`config.mk`:
```
export PLATFORM = sky130hd
export DESIGN_NAME = ddc_preset_binding_regs
export DESIGN_NICKNAME = d
export VERILOG_FILES = /design/src/rtl/ddc_preset_pkg.sv /design/src/rtl/ddc_preset_binding_regs.sv
export VERILOG_INCLUDE_DIRS = /design/src /design/src/rtl
export SDC_FILE = /design/constraint.sdc
export NUM_CORES = 1
export LEC_CHECK = 0
export BUFFER_PORTS_ARGS = -buffer_cell sky130_fd_sc_hd__buf_4
export CORE_MARGIN = 4
export CORE_UTILIZATION = 50
export CTS_CLUSTER_DIAMETER = 150
export DETAILED_ROUTE_END_ITERATION = 10
export PLACE_DENSITY = 0.75
export SYNTH_ARGS = -nofsm -noshare
export SYNTH_HDL_FRONTEND = slang
export SYNTH_SLANG_ARGS = --single-unit
```
`constraint.sdc`:
```
create_clock -name sys_clk -period 4.9 [get_ports sys_clk]
set_input_delay 0.735 -clock sys_clk [delete_from_list [all_inputs] [get_ports sys_clk]]
set_output_delay 0.735 -clock sys_clk [all_outputs]
set_load 0.01 [all_outputs]
```
`src/rtl/ddc_preset_cfg.svh`:
```
/*
 Register offsets, reset values and field positions for the down-converter preset and binding registers.
 Assumes an AHB-Lite slave with one register per aligned 32-bit word.
*/
`ifndef DDC_PRESET_CFG_SVH
`define DDC_PRESET_CFG_SVH

// ----------------------------------------
// Register indices and byte addresses
// ----------------------------------------
`define PRESET_MODE_IDX 12'h0214
`define PRESET_SELECT_IDX 12'h0215
`define CHANNEL_BINDING_IDX 12'h0216
`define RDIV_IDX 12'h0217
`define RDIV_HI_IDX 12'h0218
`define PHASE_SYNC_IDX 12'h0219
`define CORE_CONTROL_IDX 12'h0220
`define ADDR_OF(idx) {(idx), 2'b00}

// ----------------------------------------
// Reset values
// ----------------------------------------
`define PRESET_MODE_RST 8'h00
`define PRESET_SELECT_RST 8'h00
`define CHANNEL_BINDING_RST 8'h02
`define RDIV_RST 16'h0000
`define PHASE_SYNC_RST 8'h02
`define CORE_CONTROL_RST 8'h00
`define BIND_OUT_RST 6'h10
`define SYNC_OUT_RST 3'h4

// ----------------------------------------
// Field positions
// ----------------------------------------
`define SEL_A_LSB 0
`define SEL_B_LSB 2
`define BIND_A_BIT 0
`define BIND_B_BIT 1
`define SYNC_NEXT_BIT 0
`define SYNC_ILA_BIT 1
`define PD_A_BIT 0
`define PD_B_BIT 1
`define LINK_EN_BIT 2
`define CAL_EN_BIT 3
`define SINGLE_CH_BIT 4

// ----------------------------------------
// Preset source modes
// ----------------------------------------
`define MODE_REGISTER 2'h0
`define MODE_PINS_EACH 2'h1
`define MODE_PINS_SHARED 2'h2

// ----------------------------------------
// Bus encodings
// ----------------------------------------
`define HTRANS_NONSEQ_BIT 1
`define ZERO_WORD 32'h0000_0000
`endif

```
`src/rtl/ddc_preset_pkg.sv`:
```
/*
 Types shared by the preset and binding register block.
 Assumes nothing beyond a SystemVerilog compiler.
*/
package ddc_preset_pkg;
   // Per-converter preset choice and correction divisor
   typedef struct packed {
      logic [1:0] indexConvA;
      logic [1:0] indexConvB;
      logic [15:0] rationalDivisor;
   } preset_out_t;

   // Channel routing and power state
   typedef struct packed {
      logic channelASourceSelect;
      logic channelBSourceSelect;
      logic channelAPowerDown;
      logic channelBPowerDown;
      logic linkAPowerDown;
      logic linkBPowerDown;
   } bind_out_t;

   // Oscillator phase initialisation controls
   typedef struct packed {
      logic linkStartPhaseInit;
      logic nextSyncArmed;
      logic phaseInitPulse;
   } sync_out_t;
endpackage

```
`src/rtl/ddc_preset_binding_regs.sv`:
```
/*
 Configuration registers around the two down-converters: preset selection, channel binding,
 rational divisor and phase-sync arming, reached over an AHB-Lite slave port.
 Each register takes one aligned word at four times its register index: mode, select, binding,
 divisor (whole word), divisor upper byte alias and phase sync, plus a core control word of our own
 holding the per-core power-downs, link and calibration enables and a single-channel flag.
 Writes land at the end of the data phase; read data is captured in the address phase,
 so a read issued in the data phase of a write to the same word still returns the old value.
 Reserved bits are stored and read back as written.
 The datapath, preset words and serial link sit outside and see only the struct outputs.
 Assumes one clock, synchronous active-low reset, and a datapath that consumes the struct outputs.
*/
// The AHB-Lite interface to the registers is this design's own decision.
//
// Function
// - Select field bits 3-2 pick converter B preset
// - Select field bits 1-0 pick converter A preset
// - Bind bit 1 routes core A/B to B
// - Bind bit 0 routes core A/B to A
// - Binding register resets to 0x02
// - Channel powers down when bound core down
// - Sixteen-bit divisor at 0x217, resets zero
// - One divisor corrects error for all presets
// - Phase-sync register resets 0x02, two bits
// - Mode picks register, own pins, or shared
// - Link-start bit inits phase at alignment edge
// - Arm bit 0-then-1 inits on next SYSREF
`include "ddc_preset_cfg.svh"

// Bus port, preset pins, sync inputs and packed result structs
module ddc_preset_binding_regs (
   input wire logic sys_clk,
   input wire logic reset_n,
   input wire logic hsel,
   input wire logic [31:0] haddr,
   input wire logic [1:0] htrans,
   input wire logic hwrite,
   input wire logic [2:0] hsize,
   input wire logic [31:0] hwdata,
   input wire logic hready,
   output logic [31:0] hrdata,
   output logic hreadyout,
   output logic hresp,
   input wire logic [1:0] preset_pins_conv_a,
   input wire logic [1:0] preset_pins_conv_b,
   input wire logic sysref,
   input wire logic alignStartEdge,
   output ddc_preset_pkg::preset_out_t presetOut,
   output ddc_preset_pkg::bind_out_t bindOut,
   output ddc_preset_pkg::sync_out_t syncOut
);

   // ----------------------------------------
   // Registers and state
   // ----------------------------------------
   // Register storage
   logic [7:0] preset_source_mode;
   logic [7:0] preset_select;
   logic [7:0] channel_binding;
   logic [15:0] rational_ref_divisor;
   logic [7:0] phase_sync_control;
   logic [7:0] coreControl;
   // Bus data-phase tracking
   logic writePending;
   logic [11:0] writeIndex;
   logic accessValid;
   logic [11:0] accessIndex;
   // Synchroniser flops
   logic [1:0] pinsASync1;
   logic [1:0] pinsASync2;
   logic [1:0] pinsBSync1;
   logic [1:0] pinsBSync2;
   logic sysrefSync1;
   logic sysrefSync2;
   logic sysrefLast;
   // Arming, decode and read mux
   logic nextSyncArmed;
   logic armWroteZero;
   logic [1:0] next_indexA;
   logic [1:0] next_indexB;
   logic sysrefRise;
   logic ilaInit;
   logic [31:0] next_hrdata;

   // Word index from a byte address
   function automatic logic [11:0] word_index(input logic [31:0] addr);
      word_index = addr[13:2];
   endfunction

   // Whether an index maps to a register
   function automatic logic is_mapped(input logic [11:0] idx);
      is_mapped = (idx == `PRESET_MODE_IDX) || (idx == `PRESET_SELECT_IDX) ||
         (idx == `CHANNEL_BINDING_IDX) || (idx == `RDIV_IDX) || (idx == `RDIV_HI_IDX) ||
         (idx == `PHASE_SYNC_IDX) || (idx == `CORE_CONTROL_IDX);
   endfunction

   // Power-down state of the core that a channel is bound to
   function automatic logic bound_core_down(input logic coreSel, input logic [7:0] ctrl);
      bound_core_down = coreSel ? ctrl[`PD_B_BIT] : ctrl[`PD_A_BIT];
   endfunction

   // ----------------------------------------
   // Bus slave: zero-wait, always OKAY
   // ----------------------------------------
   // The slave never stalls, so the data phase is always one cycle
   assign hreadyout = 1'b1;
   assign hresp = 1'b0;
   assign accessValid = hsel && hready && htrans[`HTRANS_NONSEQ_BIT];
   assign accessIndex = word_index(haddr);

   // Capture the address phase of a write
   // Index is held for the data phase, when hwdata arrives
   always_ff @(posedge sys_clk) begin
      if (!reset_n) begin
         writePending <= 1'b0;
         writeIndex <= 12'h000;
      end else if (hready) begin
         writePending <= accessValid && hwrite && is_mapped(accessIndex);
         writeIndex <= accessIndex;
      end
   end

   // Read data mux, unmapped reads zero
   // Divisor upper byte is also readable alone at its alias
   always_comb begin
      next_hrdata = `ZERO_WORD;
      case (accessIndex)
         `PRESET_MODE_IDX: next_hrdata = {24'h00_0000, preset_source_mode};
         `PRESET_SELECT_IDX: next_hrdata = {24'h00_0000, preset_select};
         `CHANNEL_BINDING_IDX: next_hrdata = {24'h00_0000, channel_binding};
         `RDIV_IDX: next_hrdata = {16'h0000, rational_ref_divisor};
         `RDIV_HI_IDX: next_hrdata = {24'h00_0000, rational_ref_divisor[15:8]};
         `PHASE_SYNC_IDX: next_hrdata = {24'h00_0000, phase_sync_control};
         `CORE_CONTROL_IDX: next_hrdata = {24'h00_0000, coreControl};
         default: next_hrdata = `ZERO_WORD;
      endcase
   end

   // Read data registered at the address phase
   // Captured early so it stands through the whole data phase
   always_ff @(posedge sys_clk) begin
      if (!reset_n) begin
         hrdata <= `ZERO_WORD;
      end else if (accessValid && !hwrite) begin
         hrdata <= next_hrdata;
      end
   end

   // ----------------------------------------
   // Register writes
   // ----------------------------------------
   // Reserved bits are kept and read back; software must write them as zero
   always_ff @(posedge sys_clk) begin
      if (!reset_n) begin
         preset_source_mode <= `PRESET_MODE_RST;
         preset_select <= `PRESET_SELECT_RST;
         channel_binding <= `CHANNEL_BINDING_RST;
         coreControl <= `CORE_CONTROL_RST;
      end else if (writePending) begin
         case (writeIndex)
            `PRESET_MODE_IDX: preset_source_mode <= hwdata[7:0];
            `PRESET_SELECT_IDX: preset_select <= hwdata[7:0];
            `CHANNEL_BINDING_IDX: channel_binding <= hwdata[7:0];
            `CORE_CONTROL_IDX: coreControl <= hwdata[7:0];
            default: coreControl <= coreControl;
         endcase
      end
   end

   // Divisor: full word at 0x217, upper byte alone at 0x218
   // A byte write to the alias leaves the low byte as it was
   always_ff @(posedge sys_clk) begin
      if (!reset_n) begin
         rational_ref_divisor <= `RDIV_RST;
      end else if (writePending && writeIndex == `RDIV_IDX) begin
         rational_ref_divisor <= hwdata[15:0];
      end else if (writePending && writeIndex == `RDIV_HI_IDX) begin
         rational_ref_divisor[15:8] <= hwdata[7:0];
      end
   end

   // Phase-sync register
   always_ff @(posedge sys_clk) begin
      if (!reset_n) begin
         phase_sync_control <= `PHASE_SYNC_RST;
      end else if (writePending && writeIndex == `PHASE_SYNC_IDX) begin
         phase_sync_control <= hwdata[7:0];
      end
   end

   // ----------------------------------------
   // Pin synchronisers
   // ----------------------------------------
   // Only the second flop of each pair feeds logic; sysrefLast remembers the last level
   always_ff @(posedge sys_clk) begin
      if (!reset_n) begin
         pinsASync1 <= 2'h0;
         pinsASync2 <= 2'h0;
         pinsBSync1 <= 2'h0;
         pinsBSync2 <= 2'h0;
         sysrefSync1 <= 1'b0;
         sysrefSync2 <= 1'b0;
         sysrefLast <= 1'b0;
      end else begin
         pinsASync1 <= preset_pins_conv_a;
         pinsASync2 <= pinsASync1;
         pinsBSync1 <= preset_pins_conv_b;
         pinsBSync2 <= pinsBSync1;
         sysrefSync1 <= sysref;
         sysrefSync2 <= sysrefSync1;
         sysrefLast <= sysrefSync2;
      end
   end

   assign sysrefRise = sysrefSync2 && !sysrefLast;

   // ----------------------------------------
   // Preset source selection
   // ----------------------------------------
   // Pin modes add two edges of latency through the synchronisers
   always_comb begin
      case (preset_source_mode[1:0])
         `MODE_REGISTER: begin
            next_indexA = preset_select[`SEL_A_LSB +: 2];
            next_indexB = preset_select[`SEL_B_LSB +: 2];
         end
         `MODE_PINS_EACH: begin
            next_indexA = pinsASync2;
            next_indexB = pinsBSync2;
         end
         `MODE_PINS_SHARED: begin
            next_indexA = pinsASync2;
            next_indexB = pinsASync2;
         end
         // Reserved mode 3: keep the last choice rather than guess
         default: begin
            next_indexA = presetOut.indexConvA; // Reserved mode holds last choice
            next_indexB = presetOut.indexConvB;
         end
      endcase
   end

   // Registered preset outputs; one divisor for all presets
   // Divisor is copied out unchanged; every preset shares it
   always_ff @(posedge sys_clk) begin
      if (!reset_n) begin
         presetOut <= '0;
      end else begin
         presetOut.indexConvA <= next_indexA;
         presetOut.indexConvB <= next_indexB;
         presetOut.rationalDivisor <= rational_ref_divisor;
      end
   end

   // ----------------------------------------
   // Channel binding and power-down
   // ----------------------------------------
   // Leaves reset at the reset routing: B on core B, nothing powered down
   always_ff @(posedge sys_clk) begin
      if (!reset_n) begin
         bindOut <= `BIND_OUT_RST;
      end else begin
         bindOut.channelASourceSelect <= channel_binding[`BIND_A_BIT];
         bindOut.channelBSourceSelect <= channel_binding[`BIND_B_BIT];
         bindOut.channelAPowerDown <= bound_core_down(channel_binding[`BIND_A_BIT], coreControl);
         bindOut.channelBPowerDown <= bound_core_down(channel_binding[`BIND_B_BIT], coreControl);
         bindOut.linkAPowerDown <= bound_core_down(channel_binding[`BIND_A_BIT], coreControl);
         bindOut.linkBPowerDown <= bound_core_down(channel_binding[`BIND_B_BIT], coreControl);
      end
   end

   // ----------------------------------------
   // Phase initialisation arming
   // ----------------------------------------
   // Link-start init needs no arming: it follows the bit directly
   assign ilaInit = phase_sync_control[`SYNC_ILA_BIT] && alignStartEdge;

   // Arm after 0 then 1; disarm on first SYSREF rise
   // A phase-sync write and a SYSREF rise in one cycle: the write wins
   always_ff @(posedge sys_clk) begin
      if (!reset_n) begin
         armWroteZero <= 1'b0;
         nextSyncArmed <= 1'b0;
      end else if (writePending && writeIndex == `PHASE_SYNC_IDX) begin
         armWroteZero <= !hwdata[`SYNC_NEXT_BIT];
         nextSyncArmed <= hwdata[`SYNC_NEXT_BIT] && armWroteZero;
      end else if (sysrefRise) begin
         nextSyncArmed <= 1'b0;
      end
   end

   // Phase init pulse and status
   // Status leaves reset as the register does, with link-start init on
   always_ff @(posedge sys_clk) begin
      if (!reset_n) begin
         syncOut <= `SYNC_OUT_RST;
      end else begin
         syncOut.linkStartPhaseInit <= phase_sync_control[`SYNC_ILA_BIT];
         syncOut.nextSyncArmed <= nextSyncArmed;
         syncOut.phaseInitPulse <= ilaInit || (nextSyncArmed && sysrefRise);
      end
   end

endmodule

```
==> Yosys cells after proc, flatten, opt, wreduce, memory -nomap -nowiden <==
Index checks and enable logic that the tools add are counted.
Widths: inputs -> output; s select.
{ "totals": {"regBits": 141, "input_bits": 80, "wordCells": 86, "output_inout_bits": 63} }
{ "op_classes": {"n_eq_ne": 16, "n_reduce_logical": 32, "n_mux": 9} }
{ "op_table": {"columns": ["op", "n"], "rows": [
  ["$eq 12x10->1 const B", 14],
  ["$pmux 16 s7", 1],
  ["$mux 8", 2],
  ["$logic_and 1x1->1", 12],
  ["$reduce_and 2->1", 4],
  ["$logic_or 1x1->1", 7],
  ["$pmux 2 s3", 1],
  ["$reduce_bool 2->1", 3],
  ["$mux 1", 4],
  ["$pmux 2 s2", 1],
  ["$logic_not 1->1", 3],
  ["$reduce_bool 3->1", 1],
  ["$eq 2x1->1 const B", 1],
  ["$eq 2x2->1 const B", 1],
  ["$logic_not 2->1", 1],
  ["$reduce_or 2->1", 1]
]} }

==> Logic depth before layout (Yosys ltp) <==
Gate-level depths: netlist of run 1.
{ "logic_depth": {"word_depth": 8, "depth_mapped": 8, "mapped_depth_nobuf": 7} }

==> Worst setup path before layout of run 1 <==
No wires, ideal clock.
{ "synth_path": {"path_type": "input port to flip-flop", "startpoint": "input haddr[13]", "endpoint": "register hrdata[10]", "setup_ps": 66, "path_stages": 5, "setup_slack_ps": 2591, "arrival_ps": 2243, "path_cell_list": "or4_1 > nor3_2 > nor4b_4 > a22oi_1 > nor2b_1"} }
{ "synth_between": {"elab_chain_cells": 2, "word_cells_on_any_way": 8, "cone_classes": "eq/ne: 7; mux: 1"} }
{ "synth_rtl": {"columns": ["element", "line_no", "rtl"], "rows": [
  ["start: declaration", "ddc_preset_binding_regs.sv:35", "input wire logic [31:0] haddr,"],
  ["$eq 12x10->1", "ddc_preset_binding_regs.sv:127", "case (accessIndex)"],
  ["$pmux 16 s7 *", "ddc_preset_binding_regs.sv:127", null],
  ["end signal: assignment", "ddc_preset_binding_regs.sv:143", "hrdata <= `ZERO_WORD;"],
  ["end signal: assignment", "ddc_preset_binding_regs.sv:145", "hrdata <= next_hrdata;"],
  ["end: declaration", "ddc_preset_binding_regs.sv:41", "output logic [31:0] hrdata,"]
]} }
Every way passes the cells marked *; elsewhere a longest branch is shown, timed or not.
A chain may end at the register's enable or synchronous reset.

==> Worst setup path after layout of run 1 <==
{ "layout_path": {"startpoint": "register writeIndex[7]", "endpoint": "register rational_ref_divisor[12]"} }
{ "layout_between": {"elab_chain_cells": 3, "word_cells_on_any_way": 6, "cone_classes": "eq/ne: 2; mux: 1; reduce/logical: 3"} }
{ "layout_rtl": {"columns": ["element", "line_no", "rtl"], "rows": [
  ["start: declaration", "ddc_preset_binding_regs.sv:65", "logic [11:0] writeIndex;"],
  ["start signal: assignment", "ddc_preset_binding_regs.sv:119", "writeIndex <= accessIndex;"],
  ["$eq 12x10->1 (no line)", null, null],
  ["$logic_and 1x1->1 (no line)", null, null],
  ["$mux 8 or $reduce_bool 2->1 (tied branches)", null, null],
  ["end signal: assignment", "ddc_preset_binding_regs.sv:174", "rational_ref_divisor <= `RDIV_RST;"],
  ["end signal: assignment", "ddc_preset_binding_regs.sv:176", "rational_ref_divisor <= hwdata[15:0];"],
  ["end signal: assignment", "ddc_preset_binding_regs.sv:178", "rational_ref_divisor[15:8] <= hwdata[7:0];"],
  ["end: declaration", "ddc_preset_binding_regs.sv:60", "logic [15:0] rational_ref_divisor;"]
]} }
Parallel ways exist; a longest one is shown, timed or not.

==> flow_metrics.tcl, run 1 <==
set metrics [dict create \
    status "complete, no violations" \
    portBuffers 84 \
    crit_type "flip-flop to flip-flop" \
    area_growth_pct 20.5 \
    cts_inserted_buffers 17 \
    drc 0 \
    drive_gt1_frac 0.187 \
    yosysSeqAreaShare 0.461 \
    synth_top_area_share 0.461 \
    min_period_ns 2.79 \
    grt_max_degree 121 \
    worst_pin_slew_ns 0.913 \
    relSlewSlack 0.392 \
    async_flop_share 0 \
    dieArea_sq_um 12600 \
    place_congestion 0.955 \
    dieHeight_microns 112 \
    clock_latency_ns 0.52 \
    clock_path_buffers 2 \
    peakVddDrop_mv 0.186 \
    hold_violations 0 \
    leakage_nw 2.66 \
    h-tree-depth 4 \
    crit_path_cell_trace "or4b_1 -> nor4_4 -> and3_1 -> a22oi_1 -> a21boi_0" \
    post_cts_resized 0 \
    drv_cap 0 \
    cp_num_buf_inv 0 \
    syn_area_sq_um 5430 \
    die_x_microns 112 \
    tritoncts "done" \
    grt_usage 0.214 \
    rows 37 \
    crit_family "simple AND/OR/NAND/NOR gates" \
    min_path_type "input port to flip-flop" \
    io-pin-count 143 \
    final_max_slew_viol_count 0 \
    cp_data_arrival_time_ns 3.23 \
    initial_core_util 0.519 \
    synth-edff-count 0 \
    layout_worst_path_cycle_share 0.570 \
    dr.pass1.iters 5 \
    synthDistinctLibCells 48 \
    rsz0062_at_grt "no" \
    max_clock_freq_mhz 358 \
    setup.worst_path.end_class "flip-flop" \
    startpoint_type "flip-flop" \
    worst-path-max-fanout 16 \
    critical-path-max-stage-delay_ns 0.69 \
    nets 724 \
    dominantRegCellSynth "dfxtp_1" \
    synth_top_area_cell "dfxtp_1" \
    setup_viol 0 \
    ant_nets 0 \
    tns_ns 0 \
    crit_slowest_cell "nor4_4" \
    coreArea_sq_um 10500 \
    power_density_nw_per_um2 354 \
    grt_pass1_vias 4200 \
    setup_slack_ns 2.11 \
    cts_setup_buffers 0 \
    required_ns 5.33 \
    synth_area_leaders "dfxtp_1 46%, mux2i_1 8.9%, nor2b_1 5.9%, nand2_1 4.7%, and2_1 4.3%" \
    antenna-diode-count 0 \
    cts.clk_slew.worst_paths_ns 0.06 \
    syn_inst 576 \
    wire_per_inst_microns 16.7 \
    viasPerCell 5.43 \
    grt_pass1_wl_microns 21400 \
    wirelength_microns 13200 \
    first_iter_violations 305 \
    root_buffer "clkbuf_8" \
    cts_hold_buf 0 \
    ys_seq_elements 125 \
    cts.sink_count 125 \
    grt_antenna_before_repair 0 \
    dp_hpwl_microns 9110 \
    post-place-ws_ns 2.02 \
    yosys_warnings 0 \
    vias 4290 \
    synth_area_per_cell_sq_um 9.42 \
    overflow 0 \
    skew_ns 0.0105 \
]
==> power breakdown <==
part,internal (mW),switching [mW]
Clock,0.720,0.444
Sequential,1.03,0.00692
Combinational,0.0495,0.0686
==> through the flow <==
step | power, mW | hold slack [ns] | cells | area [sq um] | utilization
finish | 2.32 | 0.425 | 790 | 6540 | 0.625
floorplan | 1.13 | 0.412 | 592 | 5490 | -
global route | 2.39 | 0.410 | 790 | 6540 | 0.625
detailed placement | 1.17 | 0.421 | 758 | 5990 | 0.573
CTS | 2.33 | 0.399 | 790 | 6540 | 0.625
global placement | 1.17 | 0.416 | 758 | 5990 | 0.573
==> path summary, 6_finish.rpt <==
check	startpoint	to	slack [ns]	cells after the start
setup / recovery	writeIndex[7]	rational_ref_divisor[12]	2.11	5
hold / removal	preset_pins_conv_b[0]	pinsBSync1[0]	0.43	2
setup reg to reg	writeIndex[7]	rational_ref_divisor[12]	2.11	5
hold reg to reg	sysrefSync1	sysrefSync2	0.43	1
==> cell type report <==
class                   count  area (sq um)
fillers                   877          3920
multi-input cells         408          2670
flip-flops and latches    125          2500
repair buffers             85           638
clock buffers              21           429
well taps                 136           170
clock inverters            11           119
inverters                   4          15.0
==> Yosys cell counts (5+ instances only) <==
cell type / n
a22o_1: 5
nor2_1: 16
o21ai_0: 13
a22oi_1: 23
buf_4: 22
a21boi_0: 23
and3_1: 9
mux2i_1: 48
nor2b_1: 51
nor3_1: 7
dfxtp_1: 125
clkbuf_1: 26
and2_1: 37
nand2b_1: 5
nand2_1: 68
nand3b_1: 12
a21oi_1: 9
a21boi_1: 10
nand3_1: 10
==> registers in the layout, summed over array words and instances (netlist names), 3 cells and up <==
name and flops:
presetOut 20, hrdata 16, rational_ref_divisor 16, writeIndex 12, channel_binding 8, coreControl 8
phase_sync_control 8, preset_select 8, preset_source_mode 8, bindOut 4, syncOut 3
==> worst reg2reg max path: stages, from the launching register on <==
cell,delay [ns]
dfxtp_1,0.31
or4b_1,0.68
nor4_4,0.69
and3_1,0.63
a22oi_1,0.18
a21boi_0,0.23
==> layer usage <==
layer  vias to the layer above  routed length [microns]  share of wire  global-route usage
met5                         -                        0              0                   0
met4                         0                      382          0.029               0.107
met3                        26                      970          0.074              0.0571
met2                       175                     6180           0.47               0.334
met1                      1996                     5650           0.43               0.275
li1                       2093                        -              -                   -
==> logic make-up (layout without fill, tap and decap cells) <==
group	count (synthesis)	in the layout	synth area share
AOI/OAI and AO/OA	103	103	0.135
adders and majority gates	3	3	0.00692
buffers and inverters	59	121	0.0583
DFF	125	125	0.461
muxes	48	48	0.0885
other	2	18	0.00138
and+or+nand+nor	236	236	0.249
==> layout by cell type, fill, tap and decap left out, drive strengths merged, types with 9 or more instances in the layout <==
master	count
dfxtp	125
buf	85
nand2	68
nor2b	51
mux2i	48
and2	37
a21boi	33
a22oi	23
clkbuf	21
conb	18
nor2	16
o21ai	13
nand3b	12
nand3	10
a21oi	9
and3	9
Power figures use the tool's default switching activity.
==> run 2: changes to the inputs <==
==> constraint.sdc (replaced) <==
create_clock -name sys_clk -period 2.7 [get_ports sys_clk]
set_input_delay 0.405 -clock sys_clk [delete_from_list [all_inputs] [get_ports sys_clk]]
set_output_delay 0.405 -clock sys_clk [all_outputs]
set_load 0.01 [all_outputs]
==> run 2 against run 1 <==
  * Die area unchanged
  * Hold slack worse by 0.32 ns
  * Worst setup slack got worse by 1.7 ns
==> flow_metrics.tcl, run 2 (synthesis results as in run 1) <==
set metrics [dict create \
    power.switching_mw 1.00 \
    rsz0062_at_grt "no" \
    nFillCells 854 \
    clock_latency_ns 0.51 \
    place_congestion 0.963 \
    vias 4437 \
    final_max_slew_viol_count 0 \
    setup.worst_path.end_class "flip-flop" \
    drive_gt1_frac 0.206 \
    seqPwrFrac 0.438 \
    crit_type "flip-flop to flip-flop" \
    power_density_nw_per_um2 644 \
    die_x_microns 112 \
    min_path_type "input port to flip-flop" \
    post_cts_resized 0 \
    io-pin-count 143 \
    grt_max_degree 96 \
    portBuffers 84 \
    cp_num_buf_inv 1 \
    first_iter_violations 306 \
    dp.cells 770 \
    clock_path_buffers 2 \
    required_ns 3.11 \
    drv_cap 0 \
    r2r-start "writeIndex[7]" \
    dieArea_sq_um 12600 \
    cts.clk_slew.worst_paths_ns 0.06 \
    wire_per_inst_microns 17.0 \
    r2r-end "preset_source_mode[3]" \
    leakage_nw 2.74 \
    rows 37 \
    coreArea_sq_um 10500 \
    area_growth_pct 22.7 \
    initial_core_util 0.519 \
    peakVddDrop_mv 0.447 \
    startpoint_type "flip-flop" \
    skew_ns 0.00760 \
    wirelength_microns 13600 \
    largest_reg_flops 20 \
    crit_family "simple AND/OR/NAND/NOR gates" \
    grt_antenna_before_repair 0 \
    layout_commonest_cell "dfxtp_1" \
    viasPerCell 5.53 \
    root_buffer "clkbuf_8" \
    cts_inserted_buffers 17 \
    worst-path-max-fanout 12 \
    status "complete, no violations" \
    antenna-diode-count 0 \
    dr.pass1.iters 7 \
    tritoncts "done" \
    holdPathStages 2 \
    top_regs "presetOut x20, hrdata x16, rational_ref_divisor x16" \
    worstHoldStart "preset_pins_conv_a[0]" \
    cts_setup_buffers 0 \
    overflow 0 \
    grt_usage 0.217 \
    worst_pin_slew_ns 0.703 \
    max_clock_freq_mhz 427 \
    cp_data_arrival_time_ns 2.75 \
    tns_ns 0 \
    power.share.clock 0.511 \
    min_period_ns 2.34 \
    worstHoldEndpoint "pinsASync1[0]" \
    setup_viol 0 \
    ant_nets 0 \
    crit_slowest_cell "or4b_1" \
    hold_violations 0 \
    critical-path-max-stage-delay_ns 0.68 \
    r2r.worst_path.cells 6 \
    grt_pass1_wl_microns 22000 \
    grt_pass1_vias 4251 \
    intPower_mw 3.29 \
    cts_hold_buf 0 \
    nets 736 \
    top_register "presetOut" \
    layout_worst_path_cycle_share 0.867 \
    p_sw_frac 0.234 \
    h-tree-depth 4 \
    dp_hpwl_microns 9420 \
    crit_path_cell_trace "or4b_1 -> nor4_4 -> buf_4 -> and2_1 -> nand2_1 -> a21boi_0" \
    fin_cells 802 \
    rrSetupSlack_ns 0.36 \
    final_cell_mix "125 x dfxtp_1, 97 x buf_4, 68 x nand2_1" \
    dieHeight_microns 112 \
    comb_power_share 0.051 \
    drc 0 \
    cts.sink_count 125 \
    relSlewSlack 0.531 \
]
==> run 2: cell types whose count changed in the layout (fill, tap and decap cells not counted) <==
cell        before  now
buf_4           85   97
clkbuf_1         4    1
clkinv_2         4    1
clkinv_4         0    4
clkinvlp_4       4    2
inv_6            1    5
==> run 2: area by class of cell <==
| class | instances | area (sq um) | area share |
|---|---|---|---|
| timing repair buffer | 97 | 728 | 0.109 |
| tap | 136 | 170 | 0.0255 |
| sequential | 125 | 2500 | 0.376 |
| multi-input combinational | 408 | 2670 | 0.401 |
| inverter | 4 | 15.0 | 0.00225 |
| clock inverter | 14 | 159 | 0.0239 |
| clock buffer | 18 | 418 | 0.0627 |
==> run 2: metal layers <==
metal  global-route usage  routed length, microns  up-vias
li1                     -                       -     2106
met1                0.274                    5740     2119
met2                0.359                    6640      193
met3               0.0609                    1020       19
met4               0.0697                     215        0
met5                    0                       0        -
==> run 2: worst reg2reg max path, stage by stage, from the launching register on <==
cell	delay [ns]
dfxtp_1	0.31
or4b_1	0.68
nor4_4	0.33
buf_4	0.25
and2_1	0.35
nand2_1	0.11
a21boi_0	0.22
==> run 2: how the worst max path moves through the flow <==
| stage | cells after the start | start | endpoint |
|---|---|---|---|
| detailed placement | 6 | haddr[5] | hrdata[5] |
| finish | 6 | writeIndex[7] | preset_source_mode[3] |
| floorplan | 5 | writeIndex[11] | coreControl[0] |
| global placement | 6 | haddr[5] | hrdata[5] |
| global route | 5 | writeIndex[7] | rational_ref_divisor[13] |
| CTS | 6 | writeIndex[7] | preset_source_mode[3] |
==> run 2: per-stage QoR <==
step	setup slack, ns	hold WS, ns	total power, mW	instance area (sq um)	utilization
after floorplan	0.706	0.412	2.05	5490	-
after global placement	0.458	0.416	2.13	6080	0.582
after detailed placement	0.397	0.419	2.13	6080	0.582
after CTS	0.384	0.0929	4.31	6660	0.637
after global routing	0.242	0.0800	4.44	6660	0.637
final	0.359	0.103	4.29	6660	0.637
==> run 2: power by group through the flow <==
| stage | clock [mW] | sequential (mW) | combinational (mW) |
|---|---|---|---|
| floorplan | 0 | 1.91 | 0.140 |
| global placement | 0 | 1.92 | 0.212 |
| detailed placement | 0 | 1.92 | 0.216 |
| CTS | 2.21 | 1.88 | 0.216 |
| global route | 2.32 | 1.88 | 0.234 |
| finish | 2.19 | 1.88 | 0.219 |
==> run 3: changes to the inputs <==
==> constraint.sdc (replaced) <==
create_clock -name sys_clk -period 2.59 [get_ports sys_clk]
set_input_delay 0.3885 -clock sys_clk [delete_from_list [all_inputs] [get_ports sys_clk]]
set_output_delay 0.3885 -clock sys_clk [all_outputs]
set_load 0.01 [all_outputs]
==> run 3 against run 2 <==
  * Register-to-register slack got worse by 0.14 ns
  * Clock power increased by 10%
  * Design area increased by 0.39%
  * Utilization grew 0.25 points
  * Sequential cell count stayed put
  * Combinational power increased by 3%
  * Maximum frequency fell by 1.2%
  * Global-route usage grew 0.57 points
  * Sequential share of layout area decreased by 0.15 points
  * Critical path type unchanged
  * Largest cell class unchanged
==> flow_metrics.tcl, run 3 (synthesis results as in run 1) <==
set metrics [dict create \
    status "complete, no violations" \
    first_iter_violations 276 \
    cts_inserted_buffers 17 \
    drv_cap 0 \
    cts.sink_count 125 \
    largest_reg_flops 20 \
    required_ns 3.03 \
    grt_pass1_wl_microns 22200 \
    holdWs_ns 0.0660 \
    worst_pin_slew_ns 0.659 \
    top_register "presetOut" \
    cts.clk_slew.worst_paths_ns 0.06 \
    drc 0 \
    setup.worst_path.end_class "flip-flop" \
    intPower_mw 3.56 \
    nets 736 \
    post_cts_resized 0 \
    setup_viol 0 \
    dieHeight_microns 112 \
    startpoint_type "flip-flop" \
    io-pin-count 143 \
    final_max_slew_viol_count 0 \
    groute.layer.met2.usage 0.364 \
    drive_gt1_frac 0.206 \
    tritoncts "done" \
    regArea_sq_um 2500 \
    globalRouteMet3Util 0.0728 \
    initial_core_util 0.519 \
    coreArea_sq_um 10500 \
    final_cell_mix "125 x dfxtp_1, 97 x buf_4, 68 x nand2_1" \
    relSlewSlack 0.559 \
    dr.pass1.iters 5 \
    portBuffers 84 \
    busiest_layer "met2" \
    h-tree-depth 4 \
    ant_nets 0 \
    worst-path-max-fanout 12 \
    tns_ns 0 \
    antenna-diode-count 0 \
    multi_input_area_sq_um 2670 \
    vias 4401 \
    grt_pass1_vias 4350 \
    max_clock_freq_mhz 422 \
    gr-usage-met1 0.275 \
    seqPwrFrac 0.426 \
    p_sw_frac 0.225 \
    rows 37 \
    grt_usage 0.222 \
    area_growth_pct 23.2 \
    skew_ns 0.00840 \
    grt_antenna_before_repair 0 \
    nFillCells 858 \
    place_congestion 0.935 \
    critical-path-max-stage-delay_ns 0.68 \
    min_period_ns 2.37 \
    clock_path_buffers 2 \
    hold_violations 0 \
    cts_setup_buffers 0 \
    peakVddDrop_mv 0.581 \
    rsz0062_at_grt "no" \
    overflow 0 \
    power_density_nw_per_um2 687 \
    power.switching_mw 1.04 \
    finalPower_mw 4.60 \
    die_x_microns 112 \
    dp_hpwl_microns 9550 \
    root_buffer "clkbuf_8" \
    placed_area_sq_um 6080 \
    final_design_area_no_fill_sq_um 6690 \
    viasPerCell 5.49 \
    dieArea_sq_um 12600 \
    wire_per_inst_microns 17.2 \
    layout_commonest_cell "dfxtp_1" \
    clock_latency_ns 0.53 \
    cp_data_arrival_time_ns 2.81 \
    wirelength_microns 13800 \
    min_path_type "input port to flip-flop" \
    crit_path_cell_trace "or4b_1 -> nor4_4 -> buf_4 -> and2_1 -> nand2_1 -> a21boi_0" \
    layout_worst_path_cycle_share 0.915 \
    comb_power_share 0.049 \
    cts_hold_buf 0 \
    grt_max_degree 69 \
    crit_slowest_cell "or4b_1" \
    crit_type "flip-flop to flip-flop" \
    top_regs "presetOut x20, hrdata x16, rational_ref_divisor x16" \
    power.share.clock 0.525 \
    leakage_nw 2.75 \
]
[run 3: changes by cell type in the layout (fill, tap and decap cells not counted)]
cell        change
inv_6           -2
clkbuf_1        -1
clkinvlp_4      +1
bufinv_16       +1
clkbuf_8        +2
clkinv_4        -2
[run 3: metal layers]
layer | vias to the layer above | wire (microns)
met5 | - | 0
met2 | 168 | 6630
met3 | 28 | 953
li1 | 2110 | -
met4 | 0 | 256
met1 | 2095 | 5960
[run 3: worst paths after layout]
check        slack (ns)  cells after the start           from               endpoint
max                0.22                      6  writeIndex[7]  preset_source_mode[3]
min                0.07                      2         sysref            sysrefSync1
max reg2reg        0.22                      6  writeIndex[7]  preset_source_mode[3]
min reg2reg        0.43                      1  pinsASync1[0]          pinsASync2[0]
[run 3: cell type report]
type	count	share of cell area
well taps	136	0.0254
clock inverters	12	0.0241
multi-input cells	408	0.399
clock buffers	19	0.0660
repair buffers	97	0.109
flip-flops and latches	125	0.374
inverters	4	0.00225
[run 3: power by group through the flow]
stage          registers [mW]  clock network, mW  logic (mW)
2_1_floorplan            2.00                  0       0.146
3_3_place_gp             2.00                  0       0.220
3_5_place_dp             2.00                  0       0.223
4_1_cts                  1.96               2.43       0.225
5_1_grt                  1.96               2.52       0.244
6_report                 1.96               2.41       0.226
[run 3: critical path, delay by kind of cell (launching register included)]
family          cells  cell delay, ns
simple gates        4            1.51
flops               1            0.31
buf+inv             1            0.25
compound gates      1            0.21
[run 3: metrics by stage]
step,instances,utilization,setup WS (ns)
after floorplan,592,-,0.596
after global placement,770,0.582,0.354
after detailed placement,770,0.582,0.291
after CTS,801,0.639,0.246
after global routing,801,0.639,0.0697
final,801,0.639,0.221
